`src/verilog/pwm_sec_pkg.sv`:
```
package pwm_sec_pkg;
  localparam logic [3:0]  ADDR_SEC_PRESCALE  = 4'h0;
  localparam logic [3:0]  ADDR_SEC_PERIOD    = 4'h1;
  localparam logic [3:0]  ADDR_SEC_COMPARE   = 4'h2;
  localparam logic [3:0]  ADDR_CHOP          = 4'h3;
  localparam logic [3:0]  ADDR_MASTER_DUTY   = 4'h4;
  localparam logic [3:0]  ADDR_GEN_CONTROL   = 4'h5;
  localparam logic [3:0]  ADDR_SEC_COUNTER   = 4'h6;
  localparam logic [3:0]  ADDR_GEN_STATUS    = 4'h7;
  localparam logic [15:0] SEC_PERIOD_RESET   = 16'hfff8;
  localparam logic [2:0]  PRESCALE_RESERVED  = 3'h7;
  localparam logic [15:0] LOW3_MASK          = 16'hfff8;
  localparam logic [15:0] CHOP_MASK          = 16'h83f8;
  localparam int          CHOP_EN_BIT        = 15;
  localparam int          FLT_PEND_BIT       = 15;
  localparam int          CL_PEND_BIT        = 14;
  localparam int          TRG_PEND_BIT       = 13;
  localparam int          FLT_IEN_BIT        = 12;
  localparam int          CL_IEN_BIT         = 11;
  localparam int          TRG_IEN_BIT        = 10;
  localparam int          ITB_BIT            = 9;
  localparam int          DUTY_SOURCE_SEL_BIT           = 8;
  localparam int          DEAD_TIME_COMP_POLARITY_BIT           = 5;
  localparam int          MASTER_TIMEBASE_SEL_BIT           = 3;
  localparam int          CAM_BIT            = 2;
  localparam int          EXTERNAL_PERIOD_RESET_CTL_BIT          = 1;
  localparam int          IUE_BIT            = 0;
  localparam logic [15:0] GEN_CTL_WMASK      = 16'h1fef;
  localparam logic [15:0] MIN_DUTY           = 16'h0008;
  localparam logic [1:0]  DTC_COMP           = 2'h3;
  localparam int          EDGE_NS            = 40;
  localparam int          CLK_MHZ            = 200;
  localparam int          EDGE_CYC           = (EDGE_NS * CLK_MHZ) / 1000;
  typedef enum logic [1:0] {
    DT_POSITIVE = 2'b00,
    DT_NEGATIVE = 2'b01,
    DT_DISABLED = 2'b10,
    DT_COMPENS  = 2'b11
  } dead_time_t;
endpackage

```
`src/verilog/pwm_prescale_if.sv`:
```
`timescale 1ns/100ps
interface pwm_prescale_if;
  logic [2:0] sel;
  logic       run;
  logic       tick;
  modport ctrl (output sel, output run, input tick);
  modport div  (input sel, input run, output tick);
endinterface // pwm_prescale_if

```
`src/verilog/pwm_prescaler.sv`:
```
`timescale 1ns/100ps
module pwm_prescaler (
  input  wire logic mclk,
  input  wire logic rst_n,
  pwm_prescale_if.div pif
);
  import pwm_sec_pkg::*;
  logic [5:0] count;
  logic [5:0] limit;
  // Code n divides by 2**n; reserved code stalls the ticks
  assign limit = (6'h01 << pif.sel) - 6'h01;
  always_ff @(posedge mclk or negedge rst_n) begin
    if (!rst_n) begin
      count    <= 6'h00;
      pif.tick <= 1'b0;
    end else if (!pif.run || pif.sel == PRESCALE_RESERVED) begin
      count    <= 6'h00;
      pif.tick <= 1'b0;
    end else begin
      count    <= (count >= limit) ? 6'h00 : count + 6'h01;
      pif.tick <= (count >= limit);
    end
  end
endmodule // pwm_prescaler

```
`src/verilog/pwm_secondary_timebase.sv`:
```
// Function
// - three-bit secondary prescaler, codes divide by 1..64, 111 reserved, reset 0 (divide by 1)
// - sixteen-bit secondary period, resets to 0xfff8
// - secondary compare keeps bits 15:3, low three read zero
// - chop register top bit enables the chop generator, reset zero
// - chop divider in bits 9:3, other bits read zero
// - chop frequency is 1/(16.64*(divider+1)*input clock period)
// - chop generator clocked from primary prescaler, not secondary
// - sixteen-bit shared master duty register, fully writable, reset zero
// - pulse width clamped between 0x0008 and period minus 0x0008
// - resolution coarsens to three LSBs within 40 ns of edges
// - fault pending set by hardware, cleared by clearing its enable
// - current-limit pending set by hardware, cleared with its enable
// - trigger pending set by hardware, enable gates the request
// - independent bit selects own phase as period, else primary period
// - centre-aligned works only with the independent time base
// - compensation polarity only effective when dead time control is 11
// - centre-aligned mode drops low three bits of duty, phase, dead time; the code drops them from duty and counter only
// - duty source bit picks shared master duty or own duty registers
// - time base select bit picks secondary or primary master base
// - immediate update applies duty at once, else at period boundary
// - dead time field: positive, negative, disabled, compensation
//
// Implementation choices: the register addresses and the address-and-strobe port.
`timescale 1ns/100ps
module pwm_secondary_timebase (
  input  wire logic        mclk,
  input  wire logic        rst_n,
  input  wire logic [3:0]  addr,
  input  wire logic [15:0] wdata,
  input  wire logic        wr,
  input  wire logic        rd,
  output logic      [15:0] rdata,
  input  wire logic        module_enable,
  input  wire logic [2:0]  input_clock_prescale_sel,
  input  wire logic        primary_tick,
  input  wire logic [15:0] primary_period_value,
  input  wire logic [15:0] primary_master_counter,
  input  wire logic [15:0] primary_phase_value,
  input  wire logic [15:0] primary_duty_value,
  input  wire logic [15:0] secondary_duty_value,
  input  wire logic        current_limit_mode,
  input  wire logic        fault_event,
  input  wire logic        current_limit_event,
  input  wire logic        trigger_event,
  output logic             pwm_out,
  output logic             chop_clock,
  output logic             secondary_event,
  output logic             generator_irq,
  output logic [1:0]       dead_time_mode,
  output logic             dead_time_comp_polarity,
  output logic             center_aligned,
  output logic             external_period_reset_ctl
);
  import pwm_sec_pkg::*;

  ////////////////////////////////////////////////////////////////////////////
  // Pin inputs pass two flip-flops
  logic [2:0] ev_meta;
  logic [2:0] ev_sync;
  always_ff @(posedge mclk or negedge rst_n) begin
    if (!rst_n) begin
      ev_meta <= 3'h0;
      ev_sync <= 3'h0;
    end else begin
      ev_meta <= {fault_event, current_limit_event, trigger_event};
      ev_sync <= ev_meta;
    end
  end

  ////////////////////////////////////////////////////////////////////////////
  // Registers
  logic [2:0]  secondary_prescale_reg;
  logic [15:0] secondary_period_value;
  logic [15:0] secondary_event_compare_value;
  logic [15:0] chop_reg;
  logic [15:0] shared_master_duty;
  logic [15:0] generator_control_reg;
  logic [15:0] secondary_master_counter;
  logic        fault_irq_pending;
  logic        current_limit_irq_pending;
  logic        trigger_irq_pending;

  wire wr_pre  = wr && addr == ADDR_SEC_PRESCALE;
  wire wr_per  = wr && addr == ADDR_SEC_PERIOD;
  wire wr_cmp  = wr && addr == ADDR_SEC_COMPARE;
  wire wr_chop = wr && addr == ADDR_CHOP;
  wire wr_mdc  = wr && addr == ADDR_MASTER_DUTY;
  wire wr_ctl  = wr && addr == ADDR_GEN_CONTROL;

  wire fault_irq_enable         = generator_control_reg[FLT_IEN_BIT];
  wire current_limit_irq_enable = generator_control_reg[CL_IEN_BIT];
  wire trigger_irq_enable       = generator_control_reg[TRG_IEN_BIT];
  wire independent_period_sel   = generator_control_reg[ITB_BIT];
  wire duty_source_sel          = generator_control_reg[DUTY_SOURCE_SEL_BIT];
  wire master_timebase_sel      = generator_control_reg[MASTER_TIMEBASE_SEL_BIT];
  wire immediate_update_enable  = generator_control_reg[IUE_BIT];
  wire chop_generator_enable    = chop_reg[CHOP_EN_BIT];

  always_ff @(posedge mclk or negedge rst_n) begin
    if (!rst_n) begin
      secondary_prescale_reg        <= 3'h0;
      secondary_period_value        <= SEC_PERIOD_RESET;
      secondary_event_compare_value <= 16'h0000;
      chop_reg                      <= 16'h0000;
      shared_master_duty            <= 16'h0000;
      generator_control_reg         <= 16'h0000;
    end else begin
      if (wr_pre) secondary_prescale_reg <= wdata[2:0];
      if (wr_per) secondary_period_value <= wdata;
      if (wr_cmp) secondary_event_compare_value <= wdata & LOW3_MASK;
      if (wr_chop) chop_reg <= wdata & CHOP_MASK;
      if (wr_mdc) shared_master_duty <= wdata;
      if (wr_ctl) generator_control_reg <= wdata & GEN_CTL_WMASK;
    end
  end

  ////////////////////////////////////////////////////////////////////////////
  // Pending flags: a hardware set wins over nothing, an enable of zero clears
  wire next_fault = fault_irq_enable
                    && (ev_sync[2] || fault_irq_pending);
  wire next_cl    = current_limit_irq_enable
                    && (ev_sync[1] || current_limit_irq_pending);
  wire next_trg   = trigger_irq_enable
                    && (ev_sync[0] || trigger_irq_pending);
  always_ff @(posedge mclk or negedge rst_n) begin
    if (!rst_n) begin
      fault_irq_pending         <= 1'b0;
      current_limit_irq_pending <= 1'b0;
      trigger_irq_pending       <= 1'b0;
      generator_irq             <= 1'b0;
    end else begin
      fault_irq_pending         <= next_fault;
      current_limit_irq_pending <= next_cl;
      trigger_irq_pending       <= next_trg;
      generator_irq             <= next_fault || next_cl || next_trg;
    end
  end

  ////////////////////////////////////////////////////////////////////////////
  // Secondary prescaler and counter
  pwm_prescale_if sec_pif ();
  assign sec_pif.sel = secondary_prescale_reg;
  assign sec_pif.run = module_enable;
  pwm_prescaler u_sec_prescaler (
    .mclk  (mclk),
    .rst_n (rst_n),
    .pif   (sec_pif.div)
  );
  wire sec_wrap = secondary_master_counter >= secondary_period_value;
  always_ff @(posedge mclk or negedge rst_n) begin
    if (!rst_n) begin
      secondary_master_counter <= 16'h0000;
      secondary_event          <= 1'b0;
    end else if (!module_enable) begin
      secondary_master_counter <= 16'h0000;
      secondary_event          <= 1'b0;
    end else if (sec_pif.tick) begin
      secondary_master_counter <= sec_wrap ? 16'h0000
                                  : secondary_master_counter + 16'h0001;
      secondary_event <= secondary_master_counter
                         == secondary_event_compare_value;
    end else begin
      secondary_event <= 1'b0;
    end
  end

  ////////////////////////////////////////////////////////////////////////////
  // Chop clock: primary ticks; each 8.32 ns step is eight ticks,
  // one half-period is (divider+1) steps, so the period is 16.64*(d+1)
  wire [6:0]  chop_div   = chop_reg[9:3];
  wire [9:0]  chop_half  = {chop_div, 3'h7};
  logic [9:0] chop_count;
  always_ff @(posedge mclk or negedge rst_n) begin
    if (!rst_n) begin
      chop_count <= 10'h000;
      chop_clock <= 1'b0;
    end else if (!chop_generator_enable || !module_enable) begin
      chop_count <= 10'h000;
      chop_clock <= 1'b0;
    end else if (primary_tick) begin
      if (chop_count >= chop_half) begin
        chop_count <= 10'h000;
        chop_clock <= ~chop_clock;
      end else begin
        chop_count <= chop_count + 10'h001;
      end
    end
  end

  ////////////////////////////////////////////////////////////////////////////
  // Generator: period, duty, time base and alignment selection
  wire        cam_active = center_aligned;
  wire [15:0] gen_period = independent_period_sel ? primary_phase_value
                           : primary_period_value;
  wire [15:0] duty_src   = duty_source_sel ? shared_master_duty
                           : primary_duty_value;
  wire [15:0] gen_count  = master_timebase_sel ? secondary_master_counter
                           : primary_master_counter;
  wire [15:0] per_eff    = master_timebase_sel ? secondary_period_value
                           : gen_period;
  logic [15:0] active_duty;
  // Near either edge the hardware cannot place fine edges: drop low bits
  wire near_edge = (duty_src < 16'(EDGE_CYC + 8))
                   || (duty_src + 16'(EDGE_CYC + 8) > per_eff);
  wire [15:0] duty_res = (cam_active || near_edge) ? (duty_src & LOW3_MASK)
                         : duty_src;
  wire [15:0] duty_max = per_eff - MIN_DUTY;
  wire [15:0] duty_clamped = (duty_res < MIN_DUTY) ? MIN_DUTY
                             : (duty_res > duty_max) ? duty_max
                             : duty_res;
  wire [15:0] cnt_eff = cam_active ? (gen_count & LOW3_MASK) : gen_count;
  wire        at_boundary = (gen_count == 16'h0000);
  logic       active_level;
  assign active_level = module_enable && (cnt_eff < active_duty);
  always_ff @(posedge mclk or negedge rst_n) begin
    if (!rst_n) begin
      active_duty <= MIN_DUTY;
      pwm_out     <= 1'b0;
    end else begin
      if (immediate_update_enable || at_boundary)
        active_duty <= duty_clamped;
      pwm_out <= active_level;
    end
  end

  ////////////////////////////////////////////////////////////////////////////
  // Mode outputs
  wire [1:0] dead_time_control = generator_control_reg[7:6];
  always_ff @(posedge mclk or negedge rst_n) begin
    if (!rst_n) begin
      dead_time_mode            <= DT_POSITIVE;
      dead_time_comp_polarity   <= 1'b0;
      center_aligned            <= 1'b0;
      external_period_reset_ctl <= 1'b0;
    end else begin
      dead_time_mode <= dead_time_control;
      dead_time_comp_polarity <= (dead_time_control == DTC_COMP)
                                 && generator_control_reg[DEAD_TIME_COMP_POLARITY_BIT];
      center_aligned <= independent_period_sel
                        && generator_control_reg[CAM_BIT];
      external_period_reset_ctl <= generator_control_reg[EXTERNAL_PERIOD_RESET_CTL_BIT]
                                   && independent_period_sel
                                   && !current_limit_mode;
    end
  end

  ////////////////////////////////////////////////////////////////////////////
  // Read port: data in the cycle after the strobe, zero otherwise
  logic [15:0] rd_mux;
  always_comb begin
    case (addr)
      ADDR_SEC_PRESCALE: rd_mux = {13'h0000, secondary_prescale_reg};
      ADDR_SEC_PERIOD:   rd_mux = secondary_period_value;
      ADDR_SEC_COMPARE:  rd_mux = secondary_event_compare_value;
      ADDR_CHOP:         rd_mux = chop_reg;
      ADDR_MASTER_DUTY:  rd_mux = shared_master_duty;
      ADDR_GEN_CONTROL:  rd_mux = {fault_irq_pending, current_limit_irq_pending,
                                   trigger_irq_pending,
                                   generator_control_reg[12:0]};
      ADDR_SEC_COUNTER:  rd_mux = secondary_master_counter;
      ADDR_GEN_STATUS:   rd_mux = active_duty;
      default:           rd_mux = 16'h0000;
    endcase
  end
  always_ff @(posedge mclk or negedge rst_n) begin
    if (!rst_n) rdata <= 16'h0000;
    else rdata <= rd ? rd_mux : 16'h0000;
  end

  ////////////////////////////////////////////////////////////////////////////
  // Checks
  a_prescale_reset: assert property (@(posedge mclk)
    $rose(rst_n) |-> secondary_prescale_reg == 3'h0)
    else $error("prescale not reset to divide by one");
  a_period_reset: assert property (@(posedge mclk)
    $rose(rst_n) |-> secondary_period_value == 16'hfff8)
    else $error("period reset value wrong");
  a_compare_low_zero: assert property (@(posedge mclk) disable iff (!rst_n)
    rd && addr == ADDR_SEC_COMPARE |=> rdata[2:0] == 3'h0)
    else $error("compare low bits not zero");
  a_chop_off_low: assert property (@(posedge mclk) disable iff (!rst_n)
    !chop_generator_enable |=> !chop_clock)
    else $error("chop clock runs while disabled");
  a_chop_mask: assert property (@(posedge mclk) disable iff (!rst_n)
    (chop_reg & ~CHOP_MASK) == 16'h0000)
    else $error("chop reserved bits set");
  a_fault_clear: assert property (@(posedge mclk) disable iff (!rst_n)
    wr_ctl && !wdata[FLT_IEN_BIT] |=> ##1 !fault_irq_pending)
    else $error("fault pending not cleared");
  a_cl_set: assert property (@(posedge mclk) disable iff (!rst_n)
    current_limit_irq_enable && ev_sync[1] && !wr_ctl
    |=> current_limit_irq_pending)
    else $error("current-limit pending not set");
  a_trg_irq: assert property (@(posedge mclk) disable iff (!rst_n)
    trigger_irq_pending |-> generator_irq)
    else $error("trigger pending without request");
  a_cam_needs_itb: assert property (@(posedge mclk) disable iff (!rst_n)
    center_aligned |-> $past(independent_period_sel))
    else $error("centre-aligned without independent base");
  a_dead_time_comp_polarity_gate: assert property (@(posedge mclk) disable iff (!rst_n)
    dead_time_comp_polarity |-> dead_time_mode == DTC_COMP)
    else $error("polarity active outside compensation");
  a_counter_wrap: assert property (@(posedge mclk) disable iff (!rst_n)
    module_enable && sec_pif.tick && sec_wrap
    |=> secondary_master_counter == 16'h0000)
    else $error("secondary counter did not wrap");
  c_chop_toggle: cover property (@(posedge mclk) $rose(chop_clock));
  c_sec_event:   cover property (@(posedge mclk) secondary_event);
  c_fault_pend:  cover property (@(posedge mclk) fault_irq_pending);
  c_pwm_high:    cover property (@(posedge mclk) $rose(pwm_out));
endmodule // pwm_secondary_timebase

```
`config.mk`:
```
export PLATFORM = sky130hd
export DESIGN_NAME = pwm_secondary_timebase
export DESIGN_NICKNAME = d
export VERILOG_FILES = /design/src/verilog/pwm_sec_pkg.sv /design/src/verilog/pwm_prescale_if.sv /design/src/verilog/pwm_prescaler.sv /design/src/verilog/pwm_secondary_timebase.sv
export SDC_FILE = /design/constraint.sdc
export NUM_CORES = 1
export LEC_CHECK = 0
export ABC_AREA = 1
export BUFFER_PORTS_ARGS = -buffer_cell sky130_fd_sc_hd__buf_2
export CAP_MARGIN = 30
export CORE_ASPECT_RATIO = 1.5
export CORE_MARGIN = 2
export CORE_UTILIZATION = 55
export DETAILED_ROUTE_END_ITERATION = 10
export PLACE_DENSITY = 0.87
export SYNTH_ARGS = -nofsm -noshare
export SYNTH_HDL_FRONTEND = slang
export SYNTH_SLANG_ARGS = --single-unit
```
`constraint.sdc`:
```
create_clock -name mclk -period 6.1 [get_ports mclk]
set_input_delay 0.61 -clock mclk [delete_from_list [all_inputs] [get_ports mclk]]
set_output_delay 0.61 -clock mclk [all_outputs]
set_load 0.005 [all_outputs]
```
Word level (Yosys, flattened, before mapping)
Index checks and enable logic that the tools add are counted.

Bits in registers: 151. Input bits: 113. Output and inout port bits: 25. Word-level logic and storage cells: 108.

Add/subtract/negate cells: 6. Order comparisons: 8. Equality and inequality tests: 11. Shift-type cells: 1. Multiplexer cells: 24. Bitwise gates (word level): 1. Reductions and logical operators: 32.

Operators by type and width (count): 2-to-1 mux 16 bit (10); case mux 16 bit (8 select lines) (1); greater-than comparator 16 bit (2); 2-to-1 mux 10 bit (3); adder 16 x 1 -> 16 bit, second input constant (1); adder 16 x 5 -> 16 bit, second input constant (1); equality test 16 bit (1); equality test 4 x 3 -> 1 bit, second input constant (4); >= comparator 16 bit (1); logical NOT 16 bit (1); < comparator 16 bit (1); < comparator 16 x 4 -> 1 bit, second input constant (1); < comparator 16 x 5 -> 1 bit, second input constant (1); subtractor 16 x 4 -> 16 bit, second input constant (1); logical AND 1 bit (14); 2-to-1 mux 6 bit (2); adder 10 x 1 -> 10 bit, second input constant (1); >= comparator 10 bit (1); logical OR 1 bit (10); equality test 4 x 2 -> 1 bit, second input constant (2); adder 6 x 1 -> 6 bit, second input constant (1); >= comparator 6 bit (1); 2-to-1 mux 1 bit (6); 2-to-1 mux 3 bit (2); other kinds (11) (14).

Depth between registers and ports, before layout
Gate-level depths: netlist of run 1.

Depth in word-level cells: 9. Depth in mapped cells: 37. Depth with buffers taken out: 35.

Hierarchy
From an unflattened synthesis of run 1, not the netlist that was laid out.

Cell total of the unflattened synthesis: 1396. Area total of the unflattened synthesis: 10353.7 um2.

Modules (own cells, without submodules): pwm_secondary_timebase (instances 1, cells each 1328, area each 9808.2 um2, seq. area each 3621.0 um2); pwm_prescaler (instances 1, cells each 68, area each 545.5 um2, seq. area each 175.2 um2).

Least setup slack after synthesis of run 1
Ideal clock, no wire load.

Kind: reg2reg. From: register generator_control_reg[8]. To: register active_duty[11]. Setup time: 117 ps. Arrival time: 4170 ps. Path slack: 1813 ps. Cell stages (with the launch flop): 34. Buffers on the path: 3. Clock period less this slack: 4287 ps. Cell sequence: dfrtp_1 buf_4 inv_2 buf_6 or2_1 o21ai_1 inv_1 ha_1 nand2_1 nor2_1 nand3_1 nor2_1 nand2_1 nor2_1 nand2_1 xor2_1 ha_1 nand2_1 nor3_1 nand2_1 nand2_1 nand2_1 nand3_1 inv_1 ha_1 inv_1 nor2_1 and3_1 nand3_1 nand2_1 buf_2 nand2_1 nand3_1 nand2_1.

Word-level cells in the longest chain between the ends: 9.

Ends and longest elaborated chain: start: declaration (RTL line pwm_secondary_timebase.sv:78) `logic [15:0] generator_control_reg;`; start signal: assignment (RTL line pwm_secondary_timebase.sv:114) `if (wr_ctl) generator_control_reg <= wdata & GEN_CTL_WMASK;`; 2-to-1 mux 16 bit * (RTL line pwm_secondary_timebase.sv:196) `wire [15:0] duty_src = duty_source_sel ? shared_master_duty`; adder 16 x 5 -> 16 bit (RTL line pwm_secondary_timebase.sv:205) `|| (duty_src + 16'(EDGE_CYC + 8) > per_eff);`; greater-than comparator 16 bit (RTL line pwm_secondary_timebase.sv:205); logical OR 1 bit (RTL line pwm_secondary_timebase.sv:205); logical OR 1 bit (RTL line pwm_secondary_timebase.sv:206) `wire [15:0] duty_res = (cam_active || near_edge) ? (duty_src & LOW3_MASK)`; 2-to-1 mux 3 bit (RTL line pwm_secondary_timebase.sv:206); greater-than comparator 16 bit (RTL line pwm_secondary_timebase.sv:210) `: (duty_res > duty_max) ? duty_max`; 2-to-1 mux 16 bit (RTL line pwm_secondary_timebase.sv:210); 2-to-1 mux 16 bit * (RTL line pwm_secondary_timebase.sv:209) `wire [15:0] duty_clamped = (duty_res < MIN_DUTY) ? MIN_DUTY`; end signal: assignment (RTL line pwm_secondary_timebase.sv:222) `active_duty <= duty_clamped;`; end: declaration (RTL line pwm_secondary_timebase.sv:202) `logic [15:0] active_duty;`.

Every way passes the cells marked *; elsewhere a longest branch is shown, timed or not. A chain may end at the register's enable or synchronous reset.

Final worst setup path of run 1
From: register generator_control_reg[8]. To: register active_duty[8].

The elaborated chain is that of the path after synthesis.

==> results of run 1 <==
-- worst min path at each step --
stage                                                     to  cells past startpoint                  from
after floorplan                   active_duty[0]$_DFFE_PN0P_                      0                 rst_n
after global placement                  ev_sync[2]$_DFF_PN0_                      0  ev_meta[2]$_DFF_PN0_
after detailed placement                ev_sync[2]$_DFF_PN0_                      0  ev_meta[2]$_DFF_PN0_
after CTS                 u_sec_prescaler.count[1]$_DFF_PN0_                      1                 rst_n
after global routing                    ev_meta[2]$_DFF_PN0_                      1           fault_event
final                     u_sec_prescaler.count[1]$_DFF_PN0_                      1                 rst_n
-- stage by stage --
step | total power, uW | hold slack (ns) | cells | cell area (um^2) | util (%)
2_1_floorplan | 2340 | 0.314 | 1392 | 10100 | -
3_3_place_gp | 2750 | 0.333 | 1698 | 10800 | 60.1
3_5_place_dp | 2810 | 0.346 | 1698 | 10800 | 60.1
4_1_cts | 3890 | 0.262 | 1729 | 11400 | 63.4
5_1_grt | 4160 | 0.272 | 1729 | 11400 | 63.4
6_report | 3930 | 0.218 | 1729 | 11400 | 63.4
-- cell families after synthesis --
logic type,Yosys count,share of synthesized area [%]
and+or+nand+nor,668,27.4
AOI/OAI and AO/OA,253,14.1
buffers and inverters,212,8.51
DFF,151,37.5
adders and majority gates,84,10.4
xor gates and xnor gates,24,2.08
-- per-layer routing --
layer,global-route usage [%],part of all wire [%],vias up
met5,0,0.021,-
met4,30.9,10,2
met3,6.09,7.8,208
met2,58.0,47,630
met1,38.0,34,4775
li1,-,-,4802
-- power by group through the flow --
stage / logic [uW] / clock network (uW) / registers [uW]
2_1_floorplan: 1040 / 0 / 1300
4_1_cts: 1480 / 1070 / 1340
6_report: 1510 / 1080 / 1350
3_3_place_gp: 1410 / 0 / 1340
5_1_grt: 1680 / 1110 / 1360
3_5_place_dp: 1460 / 0 / 1350
-- Yosys cell counts (19+ instances only) --
library cell  instances  share of area, %
dfrtp_1             137                34
nor2_1               94               3.5
o21ai_0             108               5.3
a21oi_1              54               2.7
nand2_1             425                16
clkbuf_1             19              0.70
o22ai_1              50               3.1
xor2_1               20               1.7
nor3_1               28               1.4
inv_1               166               6.2
ha_1                 84                10
nand3_1              75               3.7
-- area by class of cell --
class | count | area share (%)
Clock buffer | 18 | 3.75
Clock inverter | 13 | 1.46
Inverter | 177 | 5.81
Multi-Input combinational cell | 1029 | 47.8
Sequential cell | 151 | 33.2
Tap cell | 217 | 2.38
Timing Repair Buffer | 124 | 5.62
-- worst max-delay path, delay by kind of cell (launching register included) --
family / cells / cell delay, ns
AOI/OAI and AO/OA: 1 / 0.17
buffers and inverters: 5 / 0.76
and+or+nand+nor: 21 / 2.77
xor gates and xnor gates: 1 / 0.14
adders and majority gates: 3 / 0.72
DFF: 1 / 0.39
==> results.yml, run 1 <==
worst_hold_path:
  hold_path.class: "input port to async pin"
power_and_ir_drop:
  irDropWorstVdd_mv: 0.207
  seq_power_share_pct: 34.3
  power_leakage_uw: 0.00596
  cellInternalPower_uw: 2300
  powerDensity_nw_per_um2: 344
  switching_power_uw: 1630
  clkPwrFrac_pct: 27.4
  combPwrFrac_pct: 38.4
  swShare_pct: 41.4
floorplanning:
  dieArea_um2: 19500
  rows: 60
  die_y_um: 170
  start_util_pct: 56.2
  ios: 138
  fp.coreArea_um2: 18000
  fp.dieW_um: 115
final_layout:
  mostFrequentLayoutCells: "nand2_1, inv_1, dfrtp_1"
  register_area_um2: 3800
  drive_gt1_share_pct: 12.7
  n_antenna_cell: 0
  final_common_cell: "nand2_1"
  areaGrowthSynthToFinish_pct: 13.0
  multi_input_area_um2: 5460
  num-fill-cells: 1546
  fin_nets: 1697
routing:
  vias: 10400
  drt-initial-drc-count: 1113
  post_drt_via_cell_ratio: 6.02
  wire_per_inst_um: 19.5
  firstDrtPassIters: 9
  ant_nets: 0
  drc: 0
  routed_wl_um: 33700
logic_synthesis:
  syn-cell-area_um2: 10100
  ys_seq_elements: 151
  syn_inst: 1392
  postSynthAreaPerCell_um2: 7.27
  synth_top_flop_cell: "dfrtp_1"
  ys_seq_area_share_pct: 37.5
  synth-edff-count: 0
  synth_cell_types: 47
  synth_nets: 1589
  async_reset_ff_share_pct: 100
  yosysWarnings: 0
placement:
  gp_congestion: 1.12
  place_ws_ns: 1.19
  hpwlAfterDp_um: 25600
  io_buffers: 118
run:
  maxCapViolCount: 0
global_routing:
  grt_max_degree: 89
  grt_pass1_wl_um: 51200
  grt_pass1_vias: 9938
  overflow: 0
  grt.total_usage_pct: 35.0
  antenna_found_initial: 1
clock_tree:
  cts_resized: 0
  cts_tree: "yes"
  cts-root-buf: "clkbuf_16"
  postCtsSetupBuffers: 0
  cts.sinks: 151
  cts_max_level: 4
  cts_buffers: 17
  clkLatencyLatePin_ns: 0.44
  postCtsHoldBufs: 0
  clk_pin_slew_worst_paths_ns: 0.07
  cts_buffer_depth: 2
worst_setup_path:
  cp_max_fo: 15
  r2r_start: "generator_control_reg[8]$_DFFE_PN0P_"
  startpoint: "generator_control_reg[8]$_DFFE_PN0P_"
  crit_end: "active_duty[8]$_DFFE_PN0P_"
  reg2regPathDepth: 31
  cp_common_cell: "nand2_1"
  cp.arrival_ns: 5.42
  slowest_stage: "dfrtp_1"
  critPathMaxStageDelay_ns: 0.39
  critPathLaunchType: "flop"
  endpoint_kind: "flop"
  crit_type: "flop to flop"
  r2r_slack_ns: 1.05
  cp.required_ns: 6.48
  regToRegEndpoint: "active_duty[8]$_DFFE_PN0P_"
sta:
  period_share_pct: 82.7
  final-max-slew-violation-count: 0
  setup_violations: 0
  min_period_ns: 5.05
  setup_tns_ns: 0
  skew_ns: 0.0139
  hold_viol_final: 0
  slew_headroom_pct: 33.7
  tightest_slew_ns: 0.992
  rsz0062_at_grt: "no"
  fmax_mhz: 198
  fin_ws_ns: 1.05
outcome:
  status: "finished, final reports clean"
Note: power is estimated with default switching activity, not from simulation.
==> run 2, diff against run 1 <==
ABC_AREA = 0   (was 1)
clock period = 4.8 ns   (was 6.1 ns; I/O delays follow)
==> run 2 against run 1 <==
Sequential cell count stayed put. Synthesized area is 1.0% lower. First-iteration DRC count shrank 20%. Worst hold slack worse by 0.065 ns. Worst setup slack worse by 0.84 ns. Clock skew down 0.0044 ns. Clock power rose by 30%. Total power is 34% higher. Final area rose by 2.0%. Sequential share of layout area fell by 0.63 points. Critical path type unchanged.
==> results.yml, run 2 <==
outcome:
  status: "finished, final reports clean"
logic_synthesis:
  yosysTopAreaCell: "dfrtp_1"
  synth-edff-count: 0
  synth_top_flop_cell: "dfrtp_1"
  synth_top_area_share_pct: 34.2
  synth_cell_types: 75
  ys_seq_area_share_pct: 37.9
  synth_area_leaders: "dfrtp_1, ha_1, mux2_2, mux2i_1, dfstp_2"
  postSynthAreaPerCell_um2: 10.3
  async_reset_ff_share_pct: 100
  syn_inst: 968
  syn-cell-area_um2: 10000
  synth.most_common_cell: "dfrtp_1"
  synth_commonest_cells: "dfrtp_1, ha_1, mux2_2"
  yosysWarnings: 0
  ys_seq_elements: 151
  synth_nets: 1165
floorplanning:
  fp.dieW_um: 114
  rows: 60
  ios: 138
  die_y_um: 169
  fp.coreArea_um2: 17900
  dieArea_um2: 19300
  start_util_pct: 56.1
power_and_ir_drop:
  powerDensity_nw_per_um2: 451
  irDropWorstVdd_mv: 0.267
  power_leakage_uw: 0.00551
  power.total_uw: 5260
routing:
  vias: 8677
  drt-initial-drc-count: 891
  post_drt_via_cell_ratio: 6.55
  firstDrtPassIters: 8
  wire_per_inst_um: 22.9
  drc: 0
  ant_nets: 0
  routed_wl_um: 30400
global_routing:
  grt_pass1_vias: 8793
  grtUsageMet3_pct: 4.82
  grt_pass1_wl_um: 46900
  grt-busiest-layer: "met2"
  antenna_found_initial: 0
  grt_max_degree: 93
  grt_util_met2_pct: 54.5
  overflow: 0
  grt.total_usage_pct: 31.8
  met1_usage_pct: 36.2
placement:
  io_buffers: 118
  hpwlAfterDp_um: 22800
  gp_congestion: 0.990
clock_tree:
  cts-root-buf: "clkbuf_16"
  cts_tree: "yes"
  cts_max_level: 4
  cts_buffers: 17
  cts.sinks: 151
  clkLatencyLatePin_ns: 0.44
  clk_pin_slew_worst_paths_ns: 0.07
  cts_buffer_depth: 2
worst_hold_path:
  hold_path.class: "input port to flop"
worst_setup_path:
  cp.arrival_ns: 4.91
  cp.required_ns: 5.12
  cp_max_fo: 20
  crit_type: "flop to flop"
  endpoint_kind: "flop"
  critPathLaunchType: "flop"
final_layout:
  mostFrequentLayoutCells: "dfrtp_1, buf_2, mux2_2, ha_1, inv_1"
  final_util_pct: 65.2
  final_common_cell: "dfrtp_1"
  areaGrowthSynthToFinish_pct: 16.4
  n_antenna_cell: 0
  fin_nets: 1291
  num-fill-cells: 1340
  drive_gt1_share_pct: 29.5
sta:
  fmax_mhz: 218
  setup_tns_ns: 0
  skew_ns: 0.00940
  whs_ns: 0.152
  tightest_slew_ns: 1.06
  min_period_ns: 4.59
  period_share_pct: 95.5
  setup_violations: 0
  slew_headroom_pct: 29.3
  final-max-slew-violation-count: 0
  hold_viol_final: 0
run:
  maxCapViolCount: 0
==> run 2: cell count changes in the layout (fill, tap and decap cells not counted), moves of 23 or more <==
cell / before / now
nand2_1: 425 / 47
inv_1: 166 / 65
o21ai_0: 108 / 14
mux2_2: 0 / 83
nand3_1: 75 / 20
nor2_1: 94 / 44
o22ai_1: 50 / 4
mux2i_1: 0 / 38
a22oi_1: 0 / 34
xnor2_1: 4 / 32
a31oi_1: 1 / 24
==> run 2: cell families after synthesis <==
group	after synthesis	synth area share, %
AO/OA/AOI/OAI	207	14.5
XOR/XNOR	46	4.17
adder cells (fa/ha/maj)	84	10.5
buffers and inverters	115	4.82
flip-flops	151	37.9
multiplexers	139	15.9
AND/OR/NAND/NOR	226	12.2
==> run 2: per-stage QoR <==
stage	setup slack, ns	area, um^2	instances
2_1_floorplan	0.240	10000	968
3_3_place_gp	0.182	10900	1284
3_5_place_dp	0.0880	10900	1286
4_1_cts	0.0503	11500	1319
5_1_grt	-0.0387	11700	1324
6_report	0.214	11700	1324
==> run 2: final timing paths <==
kind / from / end / slack (ns) / depth (start not counted)
setup / recovery: generator_control_reg[9]$_DFFE_PN0P_ / active_duty[6]$_DFFE_PN0P_ / 0.21 / 18
hold reg to reg: ev_meta[0]$_DFF_PN0_ / ev_sync[0]$_DFF_PN0_ / 0.35 / 0
min in group asynchronous: rst_n / pwm_out$_DFF_PN0_ / 0.47 / 2
hold / removal: current_limit_event / ev_meta[1]$_DFF_PN0_ / 0.15 / 1
max in group asynchronous: rst_n / secondary_period_value[15]$_DFFE_PN1P_ / 3.10 / 4
setup reg to reg: generator_control_reg[9]$_DFFE_PN0P_ / active_duty[6]$_DFFE_PN0P_ / 0.21 / 18
==> run 2: timing repair <==
action,4_1_cts,5_1_grt
gates resized for setup,0,13
hold buffers,1,0
endpoints found under the setup margin,0,16
setup buffers,0,3
endpoints found under the hold margin,21,0
==> run 2: layout make-up <==
class,count,area (um^2),area share [%]
Timing Repair Buffer,155,957,8.21
Tap cell,217,272,2.33
Sequential cell,151,3800,32.6
Clock inverter,15,179,1.53
Multi-Input combinational cell,702,5770,49.5
Clock buffer,17,425,3.65
Inverter,67,251,2.16
==> run 2: report_power, final <==
group | switching [uW] | internal [uW] | leakage (uW)
Combinational | 1070 | 946 | 0.00330
Sequential | 316 | 1530 | 0.00191
Clock | 606 | 789 | 0.000297
Total | 1990 | 3270 | 0.00551
==> run 2: routing by layer <==
metal | vias up | wire length (um) | part of all wire [%]
met5 | - | 0 | 0
met4 | 0 | 2380 | 7.8
met3 | 174 | 2280 | 7.5
met2 | 521 | 15000 | 50
met1 | 4169 | 10700 | 35
li1 | 3813 | - | -
==> run 2: critical path, cell delays in order, from the launching register on <==
cell,delay (ns)
dfrtp_1,0.38
buf_12,0.21
mux2_4,0.33
mux2i_1,0.29
ha_1,0.27
inv_1,0.08
o31a_1,0.32
nor4_4,0.32
nand4_2,0.20
xnor2_2,0.19
ha_1,0.35
nand4_1,0.14
nor3_1,0.37
and4_1,0.31
a31oi_4,0.05
buf_12,0.17
buf_12,0.13
mux2i_1,0.12
a22o_1,0.22
==> run 3, diff against run 2 <==
CORE_UTILIZATION = 47   (was 55)
PLACE_DENSITY = 0.77   (was 0.87)
==> run 3 against run 2 <==
Core utilization shrank 8.7 points. Routed wire length grew 4.3%. Register-to-register slack lost 0.11 ns. Clock power shrank 3%. Sequential share of layout area shrank 0.58 points. Critical endpoint is now active_duty[15]$_DFFE_PN0P_. Largest power group unchanged. Highest routed layer unchanged.
==> results.yml, run 3 (same netlist as run 2, synthesis figures left out) <==
run:
  maxCapViolCount: 0
sta:
  final-max-slew-violation-count: 0
  rsz0062_at_grt: "yes"
  whs_ns: 0.156
  period_share_pct: 97.8
  hold_viol_final: 0
  slew_headroom_pct: 29.7
  fmax_mhz: 213
  min_period_ns: 4.69
  skew_ns: 0.0128
  setup_violations: 0
  tightest_slew_ns: 1.05
routing:
  vias: 8482
  routed_wl_um: 31700
  drt-initial-drc-count: 678
  wire_per_inst_um: 22.9
  post_drt_via_cell_ratio: 6.12
  firstDrtPassIters: 5
  ant_nets: 0
  drc: 0
clock_tree:
  cts_buffer_depth: 2
  cts.sinks: 151
  cts-root-buf: "clkbuf_16"
  cts_buffers: 17
  clk_pin_slew_worst_paths_ns: 0.07
  clkLatencyLatePin_ns: 0.43
  cts_max_level: 4
  cts_tree: "yes"
global_routing:
  grt.total_usage_pct: 28.7
  grt_max_degree: 113
  grt_pass1_vias: 8574
  antenna_found_initial: 0
  overflow: 0
  grt_pass1_wl_um: 48000
final_layout:
  register_area_um2: 3800
  drive_gt1_share_pct: 31.5
  fin_area_um2: 11900
  fin_cells: 1386
  n_antenna_cell: 0
  areaGrowthSynthToFinish_pct: 18.5
  multi_input_area_um2: 5850
  mostFrequentLayoutCells: "dfrtp_1, buf_2, mux2_2, ha_1, inv_1"
  final_util_pct: 56.6
  num-fill-cells: 1824
  fin_nets: 1302
  final_common_cell: "dfrtp_1"
worst_setup_path:
  endpoint_kind: "flop"
  critPathMaxStageDelay_ns: 0.44
  critPathLaunchType: "flop"
  cp_max_fo: 7
  startpoint: "generator_control_reg[8]$_DFFE_PN0P_"
  crit_family: "buffers and inverters"
  crit_type: "flop to flop"
  path_buf_inv: 8
  cp.required_ns: 5.17
  cp_common_cell: "buf_4"
  cp.arrival_ns: 5.06
  slowest_stage: "dfrtp_2"
  r2r_start: "generator_control_reg[8]$_DFFE_PN0P_"
placement:
  gp_congestion: 1.01
  placed_area_um2: 11000
  hpwlAfterDp_um: 24300
  io_buffers: 118
  dp.cells: 1342
floorplanning:
  ios: 138
  rows: 65
  start_util_pct: 47.7
  fp.dieW_um: 123
  fp.coreArea_um2: 21000
  dieArea_um2: 22500
  die_y_um: 183
outcome:
  status: "finished, final reports clean"
worst_hold_path:
  min_from: "current_limit_event"
  hold_path.class: "input port to flop"
power_and_ir_drop:
  irDropWorstVdd_mv: 0.206
  power.total_uw: 5290
  power_leakage_uw: 0.00555
  powerDensity_nw_per_um2: 446
run 3: cell count changes in the layout (fill, tap and decap cells not counted), sizes merged:
cell	before	now
clkinv	2	1
buf	153	164
clkinvlp	1	4
inv	77	74
clkbuf	18	19
run 3: per-stage QoR:
stage / setup slack (ns) / TNS [ns]
final: 0.105 / 0
after global routing: -0.172 / -1.65
after CTS: 0.00513 / 0
after detailed placement: 0.0405 / 0
after global placement: 0.111 / 0
after floorplan: 0.240 / 0
run 3: worst paths after layout:
kind | to | slack [ns] | depth (start not counted)
worst max register to register | active_duty[15]$_DFFE_PN0P_ | 0.11 | 27
max in group asynchronous | secondary_period_value[6]$_DFFE_PN1P_ | 3.65 | 3
worst max-delay path | active_duty[15]$_DFFE_PN0P_ | 0.11 | 27
worst min-delay path | ev_meta[1]$_DFF_PN0_ | 0.16 | 1
min in group asynchronous | active_duty[1]$_DFFE_PN0P_ | 0.42 | 2
worst min register to register | ev_sync[0]$_DFF_PN0_ | 0.35 | 0
run 3: where the power goes:
part	total, uW	internal [uW]	switching, uW
Combinational	2040	978	1060
Clock	1360	781	583
Sequential	1890	1530	359
Total	5290	3290	2000
run 3: timing repair:
item	CTS	global route
hold buffers	0	1
setup buffers	0	9
endpoints found under the hold margin	0	5
setup endpoints to repair	0	16
gates resized for setup	0	34
run 3: per-layer routing:
layer | track usage (%) | up-vias | routed length [um]
met5 | 0 | - | 0
met4 | 20.9 | 0 | 2460
met3 | 4.32 | 125 | 1850
met2 | 47.4 | 429 | 15700
met1 | 33.2 | 4111 | 11700
li1 | - | 3817 | -
run 3: cell type report:
cell class | instances | area share [%]
clock buffers | 18 | 3.62
clock inverters | 14 | 1.38
inverters | 67 | 2.12
multi-input cells | 702 | 49.3
flip-flops and latches | 151 | 32.0
well taps | 268 | 2.82
repair buffers | 166 | 8.77
